[config.mk]
export PLATFORM = sky130hd
export DESIGN_NAME = bii_interlock
export DESIGN_NICKNAME = d
export VERILOG_FILES = /design/src/bii_interlock.v
export VERILOG_INCLUDE_DIRS = /design/src /design/src/src
export SDC_FILE = /design/constraint.sdc
export NUM_CORES = 1
export LEC_CHECK = 0
export CORE_MARGIN = 2
export CORE_UTILIZATION = 55
export CTS_CLUSTER_DIAMETER = 40
export DETAILED_ROUTE_END_ITERATION = 8
export DONT_BUFFER_PORTS = 1
export PLACE_DENSITY = 0.73
export RECOVER_POWER = 25
export SYNTH_ARGS = -nofsm -noshare
export SYNTH_HDL_FRONTEND = slang
export SYNTH_HIERARCHICAL = 1
export SYNTH_SLANG_ARGS = --single-unit
export TNS_END_PERCENT = 10
[constraint.sdc]
create_clock -name mclk_i -period 1.7 [get_ports mclk_i]
set_clock_uncertainty 0.15 [all_clocks]
set_input_delay 0.34 -clock mclk_i [delete_from_list [all_inputs] [get_ports mclk_i]]
set_output_delay 0.34 -clock mclk_i [all_outputs]
set_load 0.05 [all_outputs]
[src/bii_map.vh]
/*
 Constants for the burner input interlock: register offsets, field
 positions, controller state codes, action codes and alert bit numbers.
 Assumes inclusion by bare name from the design file.
*/
`ifndef BII_MAP_VH
`define BII_MAP_VH

// Register byte offsets
`define BII_CFG_OFS        12'h000
`define BII_LIVE_OFS       12'h004
`define BII_STATUS_OFS     12'h008
`define BII_IRQ_EN_OFS     12'h00C
`define BII_IRQ_CLR_OFS    12'h010

// Configuration register fields
`define BII_CFG_AUX_LSB    0
`define BII_CFG_AUX_MSB    1
`define BII_CFG_RESTART    4
`define BII_CFG_RMODE_MP   5
`define BII_CFG_MP_MASK    6
`define BII_CFG_FVO_PURGE  7
`define BII_CFG_PILOT_AMO  8
`define BII_CFG_FP_LSB     9
`define BII_CFG_FP_MSB     10
`define BII_CFG_WIDTH      11
`define BII_CFG_RESET      11'h000

// Auxiliary contact modes
`define BII_AUX_NONE       2'h0
`define BII_AUX_LOW_FUEL   2'h1
`define BII_AUX_AIRFLOW    2'h2
`define BII_AUX_MAIN_PERM  2'h3

// Fuel pressure input modes
`define BII_FP_DISABLED    2'h0
`define BII_FP_DRY         2'h1
`define BII_FP_DRY_HIGH    2'h2
`define BII_FP_ANALOG      2'h3

// Controller state codes
`define BII_ST_IDLE        3'h0
`define BII_ST_CHECKS      3'h1
`define BII_ST_PREPURGE    3'h2
`define BII_ST_PILOT       3'h3
`define BII_ST_MAIN        3'h4
`define BII_ST_WAITING     3'h5
`define BII_ST_LOCKOUT     3'h6
`define BII_ST_ALARM       3'h7

// Requested transition
`define BII_ACT_NONE       3'h0
`define BII_ACT_ADVANCE    3'h1
`define BII_ACT_PILOT      3'h2
`define BII_ACT_PURGE_PIL  3'h3
`define BII_ACT_WAIT       3'h4
`define BII_ACT_ALARM      3'h5
`define BII_ACT_LOCKOUT    3'h6

// Alert bit numbers
`define BII_AL_LP_ALARM    0
`define BII_AL_LP_WAIT     1
`define BII_AL_LP_MP       2
`define BII_AL_AIR_STUCK   3
`define BII_AL_AIR_PURGE   4
`define BII_AL_AIR_RUN     5
`define BII_AL_CONTACT_MP  6
`define BII_AL_ESTOP       7
`define BII_AL_FP_OPEN     8
`define BII_AL_HP_WARN     9
`define BII_AL_HP_MAIN     10
`define BII_AL_WIDTH       11
`define BII_AL_RESET       11'h000

`endif

[src/bii_interlock.v]
/*
 Burner input interlock: evaluates auxiliary, emergency stop and fuel
 pressure contacts against the controller state and configuration, and
 requests a transition plus alerts. APB slave for configuration, status
 and interrupts. Also holds the two flip-flop synchroniser used for each
 field contact.
 Assumes field contacts are asynchronous (high means energized) and
 ctrl_state_i comes from logic on mclk_i.
*/
`timescale 1ns/1ps
`include "bii_map.vh"

// Two flip-flop synchroniser for one asynchronous field contact
module bii_sync (
   input  wire mclk_i,
   input  wire reset_i,
   input  wire async_i,
   output wire sync_o
);

   reg meta_r;
   reg hold_r;

   // Reset reads the contact as de-energized
   always @(posedge mclk_i) begin
      if (reset_i) begin
         meta_r <= 1'b0;
         hold_r <= 1'b0;
      end else begin
         meta_r <= async_i;
         hold_r <= meta_r;
      end
   end

   assign sync_o = hold_r;

endmodule // bii_sync

module bii_interlock (
   input  wire        mclk_i,
   input  wire        reset_i,
   input  wire        psel_i,
   input  wire        penable_i,
   input  wire        pwrite_i,
   input  wire [11:0] paddr_i,
   input  wire [31:0] pwdata_i,
   output reg  [31:0] prdata_o,
   output wire        pready_o,
   output wire        pslverr_o,
   input  wire [2:0]  ctrl_state_i,
   input  wire        aux_contact_i,
   input  wire        emergency_stop_input_i,
   input  wire        fuel_pressure_contact_i,
   output reg  [2:0]  action_o,
   output reg  [10:0] alert_o,
   output wire        irq_o
);

   reg  [`BII_CFG_WIDTH-1:0] cfg_r;
   reg  [`BII_AL_WIDTH-1:0]  status_r;
   reg  [`BII_AL_WIDTH-1:0]  irq_en_r;
   reg  [`BII_AL_WIDTH-1:0]  status_nxt;
   reg  [31:0]               rdata_nxt;
   reg  [`BII_AL_WIDTH-1:0]  al_nxt;
   reg  [2:0]                act_nxt;
   reg                       lock_c;
   reg                       alarm_c;
   reg                       wait_c;
   reg                       pilot_c;
   reg                       adv_c;
   reg                       mp_c;

   wire aux_on;
   wire estop_on;
   wire fp_on;
   wire mp_live  = alert_o[`BII_AL_LP_MP] || alert_o[`BII_AL_CONTACT_MP];
   wire [1:0] aux_mode = cfg_r[`BII_CFG_AUX_MSB:`BII_CFG_AUX_LSB];
   wire [1:0] fp_mode  = cfg_r[`BII_CFG_FP_MSB:`BII_CFG_FP_LSB];
   wire st_main  = (ctrl_state_i == `BII_ST_MAIN);
   wire st_fuel  = st_main || (ctrl_state_i == `BII_ST_PILOT);
   wire st_stop  = (ctrl_state_i == `BII_ST_IDLE) ||
                   (ctrl_state_i == `BII_ST_LOCKOUT) ||
                   (ctrl_state_i == `BII_ST_ALARM);

   wire setup    = psel_i && !penable_i;
   wire wr_take  = psel_i && penable_i && pwrite_i;
   wire wr_cfg   = wr_take && (paddr_i == `BII_CFG_OFS);
   wire wr_en    = wr_take && (paddr_i == `BII_IRQ_EN_OFS);
   wire wr_clr   = wr_take && (paddr_i == `BII_IRQ_CLR_OFS);
   wire mapped   = (paddr_i == `BII_CFG_OFS) ||
                   (paddr_i == `BII_LIVE_OFS) ||
                   (paddr_i == `BII_STATUS_OFS) ||
                   (paddr_i == `BII_IRQ_EN_OFS) ||
                   (paddr_i == `BII_IRQ_CLR_OFS);

   assign pready_o  = 1'b1;
   assign pslverr_o = psel_i && penable_i && !mapped;
   assign irq_o     = |(status_r & irq_en_r);

   // Field contacts pass two flip-flops before any logic reads them
   bii_sync u_sync_aux (
      .mclk_i  (mclk_i),
      .reset_i (reset_i),
      .async_i (aux_contact_i),
      .sync_o  (aux_on)
   );

   bii_sync u_sync_estop (
      .mclk_i  (mclk_i),
      .reset_i (reset_i),
      .async_i (emergency_stop_input_i),
      .sync_o  (estop_on)
   );

   bii_sync u_sync_fp (
      .mclk_i  (mclk_i),
      .reset_i (reset_i),
      .async_i (fuel_pressure_contact_i),
      .sync_o  (fp_on)
   );

   always @* begin
      al_nxt  = `BII_AL_RESET;
      lock_c  = 1'b0;
      alarm_c = 1'b0;
      wait_c  = 1'b0;
      pilot_c = 1'b0;
      adv_c   = 1'b0;
      mp_c    = 1'b0;
      case (aux_mode)
         `BII_AUX_LOW_FUEL: begin
            if (!aux_on) begin
               if (!cfg_r[`BII_CFG_RESTART]) begin
                  al_nxt[`BII_AL_LP_ALARM] = 1'b1;
                  lock_c = 1'b1;
               end else if (cfg_r[`BII_CFG_RMODE_MP]) begin
                  al_nxt[`BII_AL_LP_MP] = 1'b1;
                  mp_c    = 1'b1;
                  pilot_c = st_main;
               end else begin
                  al_nxt[`BII_AL_LP_WAIT] = 1'b1;
                  wait_c = !st_stop;
               end
            end
         end
         `BII_AUX_AIRFLOW: begin
            if (ctrl_state_i == `BII_ST_CHECKS) begin
               if (aux_on) begin
                  al_nxt[`BII_AL_AIR_STUCK] = 1'b1;
                  lock_c = 1'b1;
               end else begin
                  adv_c = 1'b1;
               end
            end else if (ctrl_state_i == `BII_ST_PREPURGE && !aux_on) begin
               al_nxt[`BII_AL_AIR_PURGE] = 1'b1;
               lock_c = 1'b1;
            end
            if (st_fuel && !aux_on && !cfg_r[`BII_CFG_FVO_PURGE]) begin
               al_nxt[`BII_AL_AIR_RUN] = 1'b1;
               lock_c = 1'b1;
            end
         end
         `BII_AUX_MAIN_PERM: begin
            if (!aux_on) begin
               al_nxt[`BII_AL_CONTACT_MP] = 1'b1;
               mp_c    = 1'b1;
               pilot_c = st_main;
            end
         end
         default: begin
         end
      endcase
      // masking hides wait
      // A main permissive alert raised now or already live counts
      if (cfg_r[`BII_CFG_MP_MASK] && (mp_c || mp_live)) begin
         al_nxt[`BII_AL_LP_WAIT] = 1'b0;
         wait_c = 1'b0;
      end
      if (!estop_on) begin
         al_nxt[`BII_AL_ESTOP] = 1'b1;
         if (st_stop)
            alarm_c = 1'b1;
         else
            lock_c = 1'b1;
      end
      case (fp_mode)
         `BII_FP_DRY: begin
            if (!fp_on) begin
               al_nxt[`BII_AL_FP_OPEN] = 1'b1;
               if (st_stop)
                  alarm_c = 1'b1;
               else
                  lock_c = 1'b1;
            end
         end
         `BII_FP_DRY_HIGH: begin
            if (!fp_on) begin
               if (st_main) begin
                  al_nxt[`BII_AL_HP_MAIN] = 1'b1;
                  lock_c = 1'b1;
               end else begin
                  al_nxt[`BII_AL_HP_WARN] = 1'b1;
               end
            end
         end
         default: begin
         end
      endcase
      if (lock_c)
         act_nxt = `BII_ACT_LOCKOUT;
      else if (alarm_c)
         act_nxt = `BII_ACT_ALARM;
      else if (wait_c)
         act_nxt = `BII_ACT_WAIT;
      else if (pilot_c)
         act_nxt = cfg_r[`BII_CFG_PILOT_AMO] ? `BII_ACT_PURGE_PIL
                                             : `BII_ACT_PILOT;
      else if (adv_c)
         act_nxt = `BII_ACT_ADVANCE;
      else
         act_nxt = `BII_ACT_NONE;
   end

   always @(posedge mclk_i) begin
      if (reset_i) begin
         action_o <= `BII_ACT_NONE;
         alert_o  <= `BII_AL_RESET;
      end else begin
         action_o <= act_nxt;
         alert_o  <= al_nxt;
      end
   end

   // Configuration and interrupt enable registers
   always @(posedge mclk_i) begin
      if (reset_i) begin
         cfg_r    <= `BII_CFG_RESET;
         irq_en_r <= `BII_AL_RESET;
      end else begin
         if (wr_cfg)
            cfg_r <= pwdata_i[`BII_CFG_WIDTH-1:0];
         if (wr_en)
            irq_en_r <= pwdata_i[`BII_AL_WIDTH-1:0];
      end
   end

   // Sticky status; a new alert wins over a clear in the same cycle
   always @* begin
      status_nxt = status_r | alert_o;
      if (wr_clr)
         status_nxt = (status_r & ~pwdata_i[`BII_AL_WIDTH-1:0]) | alert_o;
   end

   always @(posedge mclk_i) begin
      if (reset_i)
         status_r <= `BII_AL_RESET;
      else
         status_r <= status_nxt;
   end

   // Read mux; write-only and unmapped offsets read as zero
   always @* begin
      case (paddr_i)
         `BII_CFG_OFS:    rdata_nxt = {21'h000000, cfg_r};
         `BII_LIVE_OFS:   rdata_nxt = {13'h0000, action_o, 5'h00,
                                       alert_o};
         `BII_STATUS_OFS: rdata_nxt = {21'h000000, status_r};
         `BII_IRQ_EN_OFS: rdata_nxt = {21'h000000, irq_en_r};
         default:         rdata_nxt = 32'h00000000;
      endcase
   end

   // Read data is captured in the setup cycle
   always @(posedge mclk_i) begin
      if (reset_i)
         prdata_o <= 32'h00000000;
      else if (setup && !pwrite_i)
         prdata_o <= rdata_nxt;
   end

endmodule // bii_interlock

Word level (Yosys, flattened, before mapping)
Index checks and enable logic that the tools add are counted.

cells by class
  reduce and logical (&&, ||, !) cells = 40
  equal/unequal tests = 15
  mux-type cells = 50
  bitwise logic cells = 12

operators with widths
  kind                   number
  $pmux W19 S4           1
  $mux W1                40
  $eq A12 B4 Y1 const B  2
  $and A11 B11 Y11       2
  $or A11 B11 Y11        2
  $eq A12 B3 Y1 const B  1
  $eq A12 B5 Y1 const B  1
  $logic_and A1 B1 Y1    12
  $logic_not A12 Y1      1
  $reduce_or A3 Y1       4
  $mux W11               1
  $not A11 Y11           1
  $reduce_or A11 Y1      1
  $eq A3 B3 Y1 const B   3
  $logic_or A1 B1 Y1     9
  $mux W3                3
  $pmux W1 S2            4
  $reduce_or A2 Y1       4
  $not A1 Y1             7
  $eq A2 B2 Y1 const B   3
  $eq A3 B2 Y1 const B   2
  $logic_not A1 Y1       6
  $reduce_or A5 Y1       1
  $eq A2 B1 Y1 const B   2
  4 further kinds        4

storage, ports and cells
  bits of input ports = 55
  flip-flop bits (word level) = 85
  output and inout port bits = 49

Longest topological paths before layout
Gate-level depths: netlist of run 1.

  word-level depth = 12
  depth in mapped cells = 7
  mapped depth without buffers = 7

Cells and area by module
The synthesis of run 1 kept the hierarchy.

modules (own cells, without submodules)
  module         seq. area each (µm²)  instances  area an instance (µm²)  cells an instance
  bii_interlock  1221.2                1          3011.6                  346
  bii_sync       40.0                  3          52.6                    4

Least setup slack after synthesis of run 1
OpenSTA, ideal clock, no wires.

  path kind = input to output
  from = in paddr_i[3]
  to = out pslverr_o
  required time = 1.210 ns
  stages = 4
  arrival = 1.650 ns
  setup slack = -0.440 ns
  cell sequence = buf_2 -> buf_4 -> o21ai_0 -> a21oi_1

on the way
  word-level cells in the longest chain between the ends = 7
  elaborated cells between the ends (all ways) = 11

ends and longest elaborated chain
  item                                                       RTL line            source
  start, declared                                            bii_interlock.v:45  input wire [11:0] paddr_i,
  $eq A12 B3 Y1 / $logic_not A12 Y1 (equally long branches)  -
  $logic_or A1 B1 Y1 (3 in a row)                            bii_interlock.v:90  wire mapped = (paddr_i == `BII_CFG_OFS) ||
  $logic_or A1 B1 Y1 (*)                                     bii_interlock.v:90
  $logic_not A1 Y1 (*)                                       bii_interlock.v:97  assign pslverr_o = psel_i && penable_i && !mapped;
  $logic_and A1 B1 Y1 (*)                                    bii_interlock.v:97
  end, declared                                              bii_interlock.v:49  output wire pslverr_o,

Every way passes the cells marked *; elsewhere a longest branch is shown, timed or not.

Worst setup path in the final report of run 1
  from = reg status_r[8]
  to = out irq_o

on the way
  word-level cells in the longest chain between the ends = 2

ends and longest elaborated chain
  item                    RTL line             source
  start, declared         bii_interlock.v:60   reg [`BII_AL_WIDTH-1:0] status_r;
  start signal, assigned  bii_interlock.v:256  status_r <= `BII_AL_RESET;
  start signal, assigned  bii_interlock.v:258  status_r <= status_nxt;
  $and A11 B11 Y11        bii_interlock.v:98   assign irq_o = |(status_r & irq_en_r);
  $reduce_or A11 Y1       bii_interlock.v:98
  end, declared           bii_interlock.v:56   output wire irq_o

No other way between the ends.

==> flow_summary.ini, run 1 <==
[run_status]
outcome = complete, but fails checks
violations = setup timing

[detailed_routing]
wl_met3_um = 478
vias = 2618
dr.first_iter.drc_count = 254
met1Wirelength_mm = 3.35
top_layer_used = met4
viasPerCell = 5.35
wirelength_mm = 7.69
postRouteAntennaNets = 0
drtPass1Iterations = 4
post_drt_wl_per_cell_um = 15.7
wl_met2_mm = 3.76
drc = 0

[setup_path]
max_stage_delay_ns = 0.33
path_buf_inv = 1
start_kind = flip-flop
path_max_fanout = 3
slowest_stage = dfxtp_2
critPathKind = reg -> out
cp_top_family = compound AO/OA/AOI/OAI gates
cp.required_ns = 1.21
worstPathCellList = a22o_1 > a221oi_2 > nand3_1 > buf_6
critPathCaptureType = output port
crit_arrival_ns = 1.47

[power]
power.density_nw_per_um2 = 827
power_leakage_nw = 1.46
irDropWorstVdd_mv = 0.604

[final_layout]
fin_area_um2 = 3850
area_growth_pct = 21.6
antennaDiodeCount = 0
drive_gt1_frac = 0.230
final_cell_mix = dfxtp_1 (64), buf_4 (42), inv_1 (41)
layout_commonest_cell = dfxtp_1
nets = 472
fill_cells = 461

[global_routing]
grt-ovfl-total = 0
grt_pass1_vias = 2490
grt_antenna_before_repair = 0
grt_first_pass_wirelength_mm = 12.1
grt_max_degree = 48
grtUsageTotal = 0.250

[timing]
final-hold-violation-count = 0
max_freq_mhz = 511
min_period_ns = 1.96
final-max-slew-violation-count = 0
finalWorstSetupSlack_ns = -0.259
setup_viol = 4
slew_headroom = 0.645
period_share = 1.15
tightest_slew_ns = 0.532
grt_setup_unrepaired = true

[floorplanning]
die_w_um = 79.9
core_um2 = 5540
placementRows = 27
die_h_um = 79.9
initial_core_util = 0.572
io_pins = 104
dieArea_um2 = 6390

[synth]
netlist_area_um2 = 3170
synthCells = 358
ys.flop_type = dfxtp_1
ys_warn_count = 6
async_flop_share = 0
synth-edff-count = 0
synth.distinct_cells = 44
synth_area_per_cell_um2 = 8.85
ys_seq_area_frac = 0.423
ys_ff_latch = 67

[clock_tree]
cts.clk_slew.worst_paths_ns = 0.07
numClockSinks = 67
h-tree-depth = 3
cts_tree = yes
clock_latency_ns = 0.34
post_cts_buffers = 0
cts-root-buf = clkbuf_8
max-clock-path-buffers = 2
cts_made_buffers = 9

[place]
dpl.hpwl_mm = 5.55
place_area_um2 = 3460
place_ws_ns = -0.165
routabilityCongestion = 0.849
port_buffers = 0

[run]
cap_violations = 0

[min_path]
hold_path.class = in -> reg
[area by class of cell]
cell class	instances	area, um^2	area share
inverters	41	154	0.0399
repair buffers	62	509	0.132
flip-flops and latches	67	1350	0.349
clock inverters	4	50.0	0.0130
multi-input cells	231	1560	0.405
clock buffers	12	145	0.0377
well taps	72	90.1	0.0234
[cell usage after synthesis, types with 2 or more instances]
cell type | count | share of area
conb_1 | 2 | 0.0024
or2_2 | 2 | 0.0039
a221oi_1 | 2 | 0.0055
buf_4 | 22 | 0.052
buf_2 | 4 | 0.0063
nand2_1 | 40 | 0.047
a31oi_1 | 2 | 0.0039
inv_1 | 41 | 0.049
mux2i_1 | 11 | 0.035
or4_1 | 2 | 0.0047
nand3b_1 | 4 | 0.0095
or3b_1 | 2 | 0.0055
nor2_1 | 27 | 0.032
nor2b_1 | 8 | 0.016
nand3_1 | 6 | 0.0095
nand2b_1 | 3 | 0.0059
nand4_1 | 2 | 0.0039
a22o_1 | 2 | 0.0055
ha_1 | 5 | 0.020
o21ai_0 | 17 | 0.027
a21oi_1 | 30 | 0.047
o21ai_2 | 10 | 0.028
and3_1 | 2 | 0.0039
mux4_2 | 11 | 0.078
nor4_1 | 4 | 0.0079
nor3_1 | 4 | 0.0063
nor3b_1 | 2 | 0.0047
clkbuf_1 | 9 | 0.011
dfxtp_1 | 67 | 0.42
[where the power goes]
group	internal [W]	switching (W)
Sequential	0.00158	0.0000261
Clock	0.000716	0.000603
Combinational	0.0000846	0.000172
[metrics by stage]
step	util	cells	hold slack (ns)	setup TNS [ns]	total power, W
floorplan	-	375	0.262	-0.705	0.00188
global placement	0.624	457	0.263	-2.05	0.00184
detailed placement	0.624	457	0.267	-3.06	0.00184
CTS	0.695	489	0.000905	-0.559	0.00320
global route	0.695	489	0.0129	-0.884	0.00329
finish	0.695	489	0.00595	-0.607	0.00319
[cells by family (layout without fill, tap and decap cells)]
kind of cell,after synthesis,in the layout,share of synthesized area
and+or+nand+nor,115,115,0.184
buffers and inverters,77,119,0.121
AOI/OAI and AO/OA,70,70,0.136
DFF,67,67,0.423
muxes,22,22,0.113
adders and majority gates,5,5,0.0197
other,2,19,0.00237
[sequential cells by signal, summed over array words and instances, names as in the netlist, 3 cells and up]
register,count
prdata_o,14
alert_o,11
cfg_r,11
irq_en_r,11
status_r,11
action_o,3
[final timing paths]
path / start / end / cells after the start / slack (ns)
setup / recovery: status_r[8] / irq_o / 4 / -0.26
hold / removal: pwdata_i[0] / irq_en_r[0] / 2 / 0.006
hold reg to reg: u_sync_aux/meta_r / u_sync_aux/sync_o / 1 / 0.29
setup reg to reg: cfg_r[1] / action_o[1] / 8 / -0.18
[repair_timing]
| action | in CTS | in global routing |
|---|---|---|
| endpoints found under the setup margin | 4 | 4 |
| gates cloned | 0 | 0 |
| hold buffers | 16 | 0 |
| pin swaps | 1 | 3 |
| resized for setup | 10 | 3 |
| hold endpoints to repair | 48 | 0 |
[per-layer routing]
metal | track usage | vias to the layer above
li1 | - | 1286
met1 | 0.324 | 1244
met2 | 0.398 | 79
met3 | 0.0679 | 9
met4 | 0.0949 | 0
met5 | 0 | -
No activity file was read; power rests on OpenSTA's default activity.
==> inputs of run 2 (changes only) <==
--- a/config.mk
+++ b/config.mk
@@ -11,10 +11,11 @@
 export CTS_CLUSTER_DIAMETER = 40
 export DETAILED_ROUTE_END_ITERATION = 8
 export DONT_BUFFER_PORTS = 1
+export HOLD_SLACK_MARGIN = 0.03
 export PLACE_DENSITY = 0.73
 export RECOVER_POWER = 25
+export REMOVE_ABC_BUFFERS = 1
 export SYNTH_ARGS = -nofsm -noshare
 export SYNTH_HDL_FRONTEND = slang
-export SYNTH_HIERARCHICAL = 1
 export SYNTH_SLANG_ARGS = --single-unit
 export TNS_END_PERCENT = 10
==> flow_summary.ini, run 2 <==
[global_routing]
grt_max_degree = 49
grtUsageTotal = 0.275
grt_pass1_vias = 2736
grt_first_pass_wirelength_mm = 13.3
grt_antenna_before_repair = 0
grt-ovfl-total = 0

[synth]
synth-edff-count = 0
ys.flop_type = dfxtp_1
netlist_area_um2 = 3150
synth_area_per_cell_um2 = 8.86
ys_ff_latch = 67
ys_seq_area_frac = 0.426
synthTopCellsByArea = dfxtp_1 (43%), mux2i_1 (5.7%), nor2_1 (5.6%)
ys_warn_count = 0
yosysTopAreaCell = dfxtp_1
synth.distinct_cells = 46
async_flop_share = 0
synthCells = 355
synth_commonest_cells = dfxtp_1 (67), nor2_1 (47), a21oi_1 (27)
synth_top_area_frac = 0.426
synth.most_common_cell = dfxtp_1

[timing]
final-max-slew-violation-count = 0
tightest_slew_ns = 0.970
slew_headroom = 0.352
max_freq_mhz = 516
period_share = 1.14
grt_setup_unrepaired = true
finalWorstSetupSlack_ns = -0.239
min_period_ns = 1.94
final-hold-violation-count = 0
holdWs_ns = 0.0410
setup_viol = 5

[run_status]
violations = setup timing
outcome = complete, but fails checks

[final_layout]
stdcell_count = 488
final_cell_mix = dfxtp_1 (64), nor2_1 (46), buf_4 (40)
antennaDiodeCount = 0
largest_register_ffs = 14
fin_area_um2 = 3920
largest_register = prdata_o
fill_cells = 443
area_growth_pct = 24.7
nets = 471
multi_input_area_um2 = 1680
layout_commonest_cell = dfxtp_1
seq_area_um2 = 1350
drive_gt1_frac = 0.248

[place]
dp_cells = 453
port_buffers = 0
routabilityCongestion = 0.896
place_area_um2 = 3440
dpl.hpwl_mm = 5.65

[clock_tree]
cts.clk_slew.worst_paths_ns = 0.07
numClockSinks = 67
cts-root-buf = clkbuf_8
cts_made_buffers = 9
cts_tree = yes
clock_latency_ns = 0.34
h-tree-depth = 3
max-clock-path-buffers = 2

[floorplanning]
die_w_um = 79.6
io_pins = 104
placementRows = 27
dieArea_um2 = 6340
core_um2 = 5510
initial_core_util = 0.571
die_h_um = 79.6

[power]
power_leakage_nw = 1.62
irDropWorstVdd_mv = 0.780
power.density_nw_per_um2 = 862

[run]
cap_violations = 0

[detailed_routing]
viasPerCell = 5.78
postRouteAntennaNets = 0
wirelength_mm = 8.39
vias = 2822
drc = 0
drtPass1Iterations = 5
dr.first_iter.drc_count = 254
post_drt_wl_per_cell_um = 17.2

[setup_path]
critPathCaptureType = output port
critPathKind = reg -> out
cp.required_ns = 1.21
cp_top_family = compound AO/OA/AOI/OAI gates
path_max_fanout = 2
start_kind = flip-flop
crit_arrival_ns = 1.45
path_buf_inv = 1
worstPathCellList = a22o_1 > a221oi_2 > nand3_1 > buf_6
slowest_stage = dfxtp_1
r2r_slack_ns = -0.21
max_stage_delay_ns = 0.32

[min_path]
hold_path.class = in -> reg
## run 2: cells by family after synthesis
| family | after synthesis | synth area share |
|---|---|---|
| adder cells (fa/ha/maj) | 5 | 0.0199 |
| AND/OR/NAND/NOR | 125 | 0.210 |
| flip-flops | 67 | 0.426 |
| multiplexers | 29 | 0.0967 |
| AO/OA/AOI/OAI | 78 | 0.160 |
| other | 2 | 0.00239 |
| buffers and inverters | 49 | 0.0851 |
## run 2: layer usage
| metal | track usage | part of all wire | wire (um) |
|---|---|---|---|
| met5 | 0 | 0 | 0 |
| met4 | 0.105 | 0.015 | 128 |
| met3 | 0.0645 | 0.075 | 633 |
| met2 | 0.446 | 0.47 | 3980 |
| met1 | 0.354 | 0.44 | 3660 |
## run 2: where the power goes
group,internal [W],switching [W]
Clock,0.000898,0.000608
Sequential,0.00158,0.0000266
Combinational,0.0000828,0.000183
Total,0.00256,0.000818
## run 2: worst paths after layout
kind | startpoint | end | cells past startpoint
worst min register to register | u_sync_aux.meta_r | u_sync_aux.sync_o | 1
worst min-delay path | ctrl_state_i[0] | alert_o[5] | 2
worst max-delay path | status_r[7] | irq_o | 4
worst max register to register | cfg_r[1] | action_o[1] | 7
## run 2: worst reg2reg max path: stages (launching register included)
cell      delay (ns)
dfxtp_4         0.36
ha_2            0.18
nor2b_4         0.13
o31a_1          0.20
nor4bb_2        0.07
buf_4           0.15
or4_4           0.47
a21oi_2         0.13
## run 2: stage by stage
step	worst slack, ns	TNS [ns]	total power (W)	util
5_1_grt	-0.304	-1.30	0.00349	0.713
3_3_place_gp	-0.302	-12.90	0.00184	0.624
4_1_cts	-0.226	-0.749	0.00340	0.713
2_1_floorplan	-0.911	-26.33	0.00181	-
3_5_place_dp	-0.350	-14.44	0.00184	0.624
6_report	-0.239	-0.787	0.00338	0.713
## run 2: what timing repair did
action / in CTS / in global routing
resized for setup: 16 / 9
setup buffers: 1 / 0
hold endpoints to repair: 50 / 0
pin swaps: 4 / 3
hold buffers: 18 / 0
endpoints found under the setup margin: 5 / 17
## run 2: area by class of cell
cell class | count | area share
multi-input cells | 256 | 0.427
flip-flops and latches | 67 | 0.343
repair buffers | 69 | 0.141
clock buffers | 11 | 0.0386
well taps | 72 | 0.0230
clock inverters | 5 | 0.0191
inverters | 8 | 0.00765
==> inputs of run 3 (changes only) <==
--- a/config.mk
+++ b/config.mk
@@ -7,12 +7,12 @@
 export NUM_CORES = 1
 export LEC_CHECK = 0
 export CORE_MARGIN = 2
-export CORE_UTILIZATION = 55
+export CORE_UTILIZATION = 57
 export CTS_CLUSTER_DIAMETER = 40
 export DETAILED_ROUTE_END_ITERATION = 8
 export DONT_BUFFER_PORTS = 1
 export HOLD_SLACK_MARGIN = 0.03
-export PLACE_DENSITY = 0.73
+export PLACE_DENSITY = 0.75
 export RECOVER_POWER = 25
 export REMOVE_ABC_BUFFERS = 1
 export SYNTH_ARGS = -nofsm -noshare
==> flow_summary.ini, run 3 (synthesis results as in run 2) <==
[min_path]
hold_path.class = in -> reg

[timing]
period_share = 1.17
max_freq_mhz = 503
final-max-slew-violation-count = 0
slew_headroom = 0.370
final-hold-violation-count = 0
setup_viol = 6
grt_setup_unrepaired = true
tightest_slew_ns = 0.943
min_period_ns = 1.99
finalWorstSetupSlack_ns = -0.287

[setup_path]
crit_arrival_ns = 1.50
path_max_fanout = 3
r2r_slack_ns = -0.21
cp.required_ns = 1.21
critPathKind = reg -> out
start_kind = flip-flop
critPathCaptureType = output port

[clock_tree]
cts-root-buf = clkbuf_8
cts_made_buffers = 9
h-tree-depth = 3
cts_tree = yes
numClockSinks = 67
clock_latency_ns = 0.34
max-clock-path-buffers = 2
cts.clk_slew.worst_paths_ns = 0.07

[floorplanning]
io_pins = 104
initial_core_util = 0.582
core_um2 = 5410
die_w_um = 78.3
die_h_um = 78.3
placementRows = 27
dieArea_um2 = 6130

[place]
port_buffers = 0
routabilityCongestion = 0.847
dp_cells = 452
dpl.hpwl_mm = 5.37
place_ws_ns = -0.330

[power]
irDropWorstVdd_mv = 0.523
power.density_nw_per_um2 = 819
power_leakage_nw = 1.57

[final_layout]
fill_cells = 444
final_util = 0.709
area_growth_pct = 21.8
layout_commonest_cell = dfxtp_1
final_cell_mix = dfxtp_1 (64), nor2_1 (47), buf_4 (35)
nets = 469
largest_register = prdata_o
largest_register_ffs = 14
stdcell_count = 486
antennaDiodeCount = 0
drive_gt1_frac = 0.227

[global_routing]
grt_pass1_vias = 2670
grtUsageTotal = 0.276
grt_antenna_before_repair = 0
grt_max_degree = 49
grt_first_pass_wirelength_mm = 13.0
grt-ovfl-total = 0

[detailed_routing]
vias = 2758
drtPass1Iterations = 5
post_drt_wl_per_cell_um = 16.8
postRouteAntennaNets = 0
viasPerCell = 5.67
dr.first_iter.drc_count = 143
wirelength_mm = 8.18
drc = 0

[run_status]
violations = setup timing
outcome = complete, but fails checks

[run]
cap_violations = 0
-- run 3: where the power goes --
part | switching (W) | internal [W] | leakage [nW]
combinational | 0.000182 | 0.0000839 | 0.925
clock | 0.000572 | 0.000689 | 0.0997
sequential | 0.0000261 | 0.00158 | 0.544
-- run 3: final cells by class --
type	instances	area, um^2	share of cell area
clock inverters	1	5.00	0.00131
repair buffers	67	524	0.137
well taps	72	90.1	0.0235
flip-flops and latches	67	1350	0.352
clock buffers	15	186	0.0487
multi-input cells	256	1650	0.430
inverters	8	30.0	0.00784
-- run 3: through the flow --
stage	hold slack, ns	total power, W	instance area (um^2)	setup TNS (ns)
after floorplan	0.257	0.00181	2970	-26.33
after global placement	0.263	0.00184	3430	-11.34
after detailed placement	0.266	0.00185	3430	-12.35
after CTS	0.0557	0.00315	3840	-0.894
after global routing	0.0387	0.00323	3830	-1.31
final	0.0444	0.00314	3830	-0.929
-- run 3: routing by layer --
| metal | vias to the layer above | wire (um) | GRT usage |
|---|---|---|---|
| li1 | 1331 | - | - |
| met1 | 1282 | 3490 | 0.353 |
| met2 | 129 | 3820 | 0.435 |
| met3 | 16 | 689 | 0.0816 |
| met4 | 0 | 170 | 0.118 |
| met5 | - | 0 | 0 |
-- run 3: worst max-delay path, stage by stage (launching register included) --
cell      delay [ns]
dfxtp_1         0.33
a22o_1          0.24
a221oi_1        0.29
nand3_2         0.13
buf_6           0.18
-- run 3: repair_timing --
| item | CTS | global route |
|---|---|---|
| gates resized for setup | 7 | 10 |
| buffers inserted | 0 | 0 |
| hold buffers | 18 | 0 |
| pin swaps | 1 | 4 |
| endpoints found under the setup margin | 5 | 18 |
| hold endpoints to repair | 49 | 0 |
-- run 3: final timing paths --
kind | end | startpoint | cells after the start
max reg2reg | action_o[1] | cfg_r[1] | 7
min | alert_o[5] | reset_i | 2
max | irq_o | status_r[3] | 4
min reg2reg | u_sync_aux.sync_o | u_sync_aux.meta_r | 1
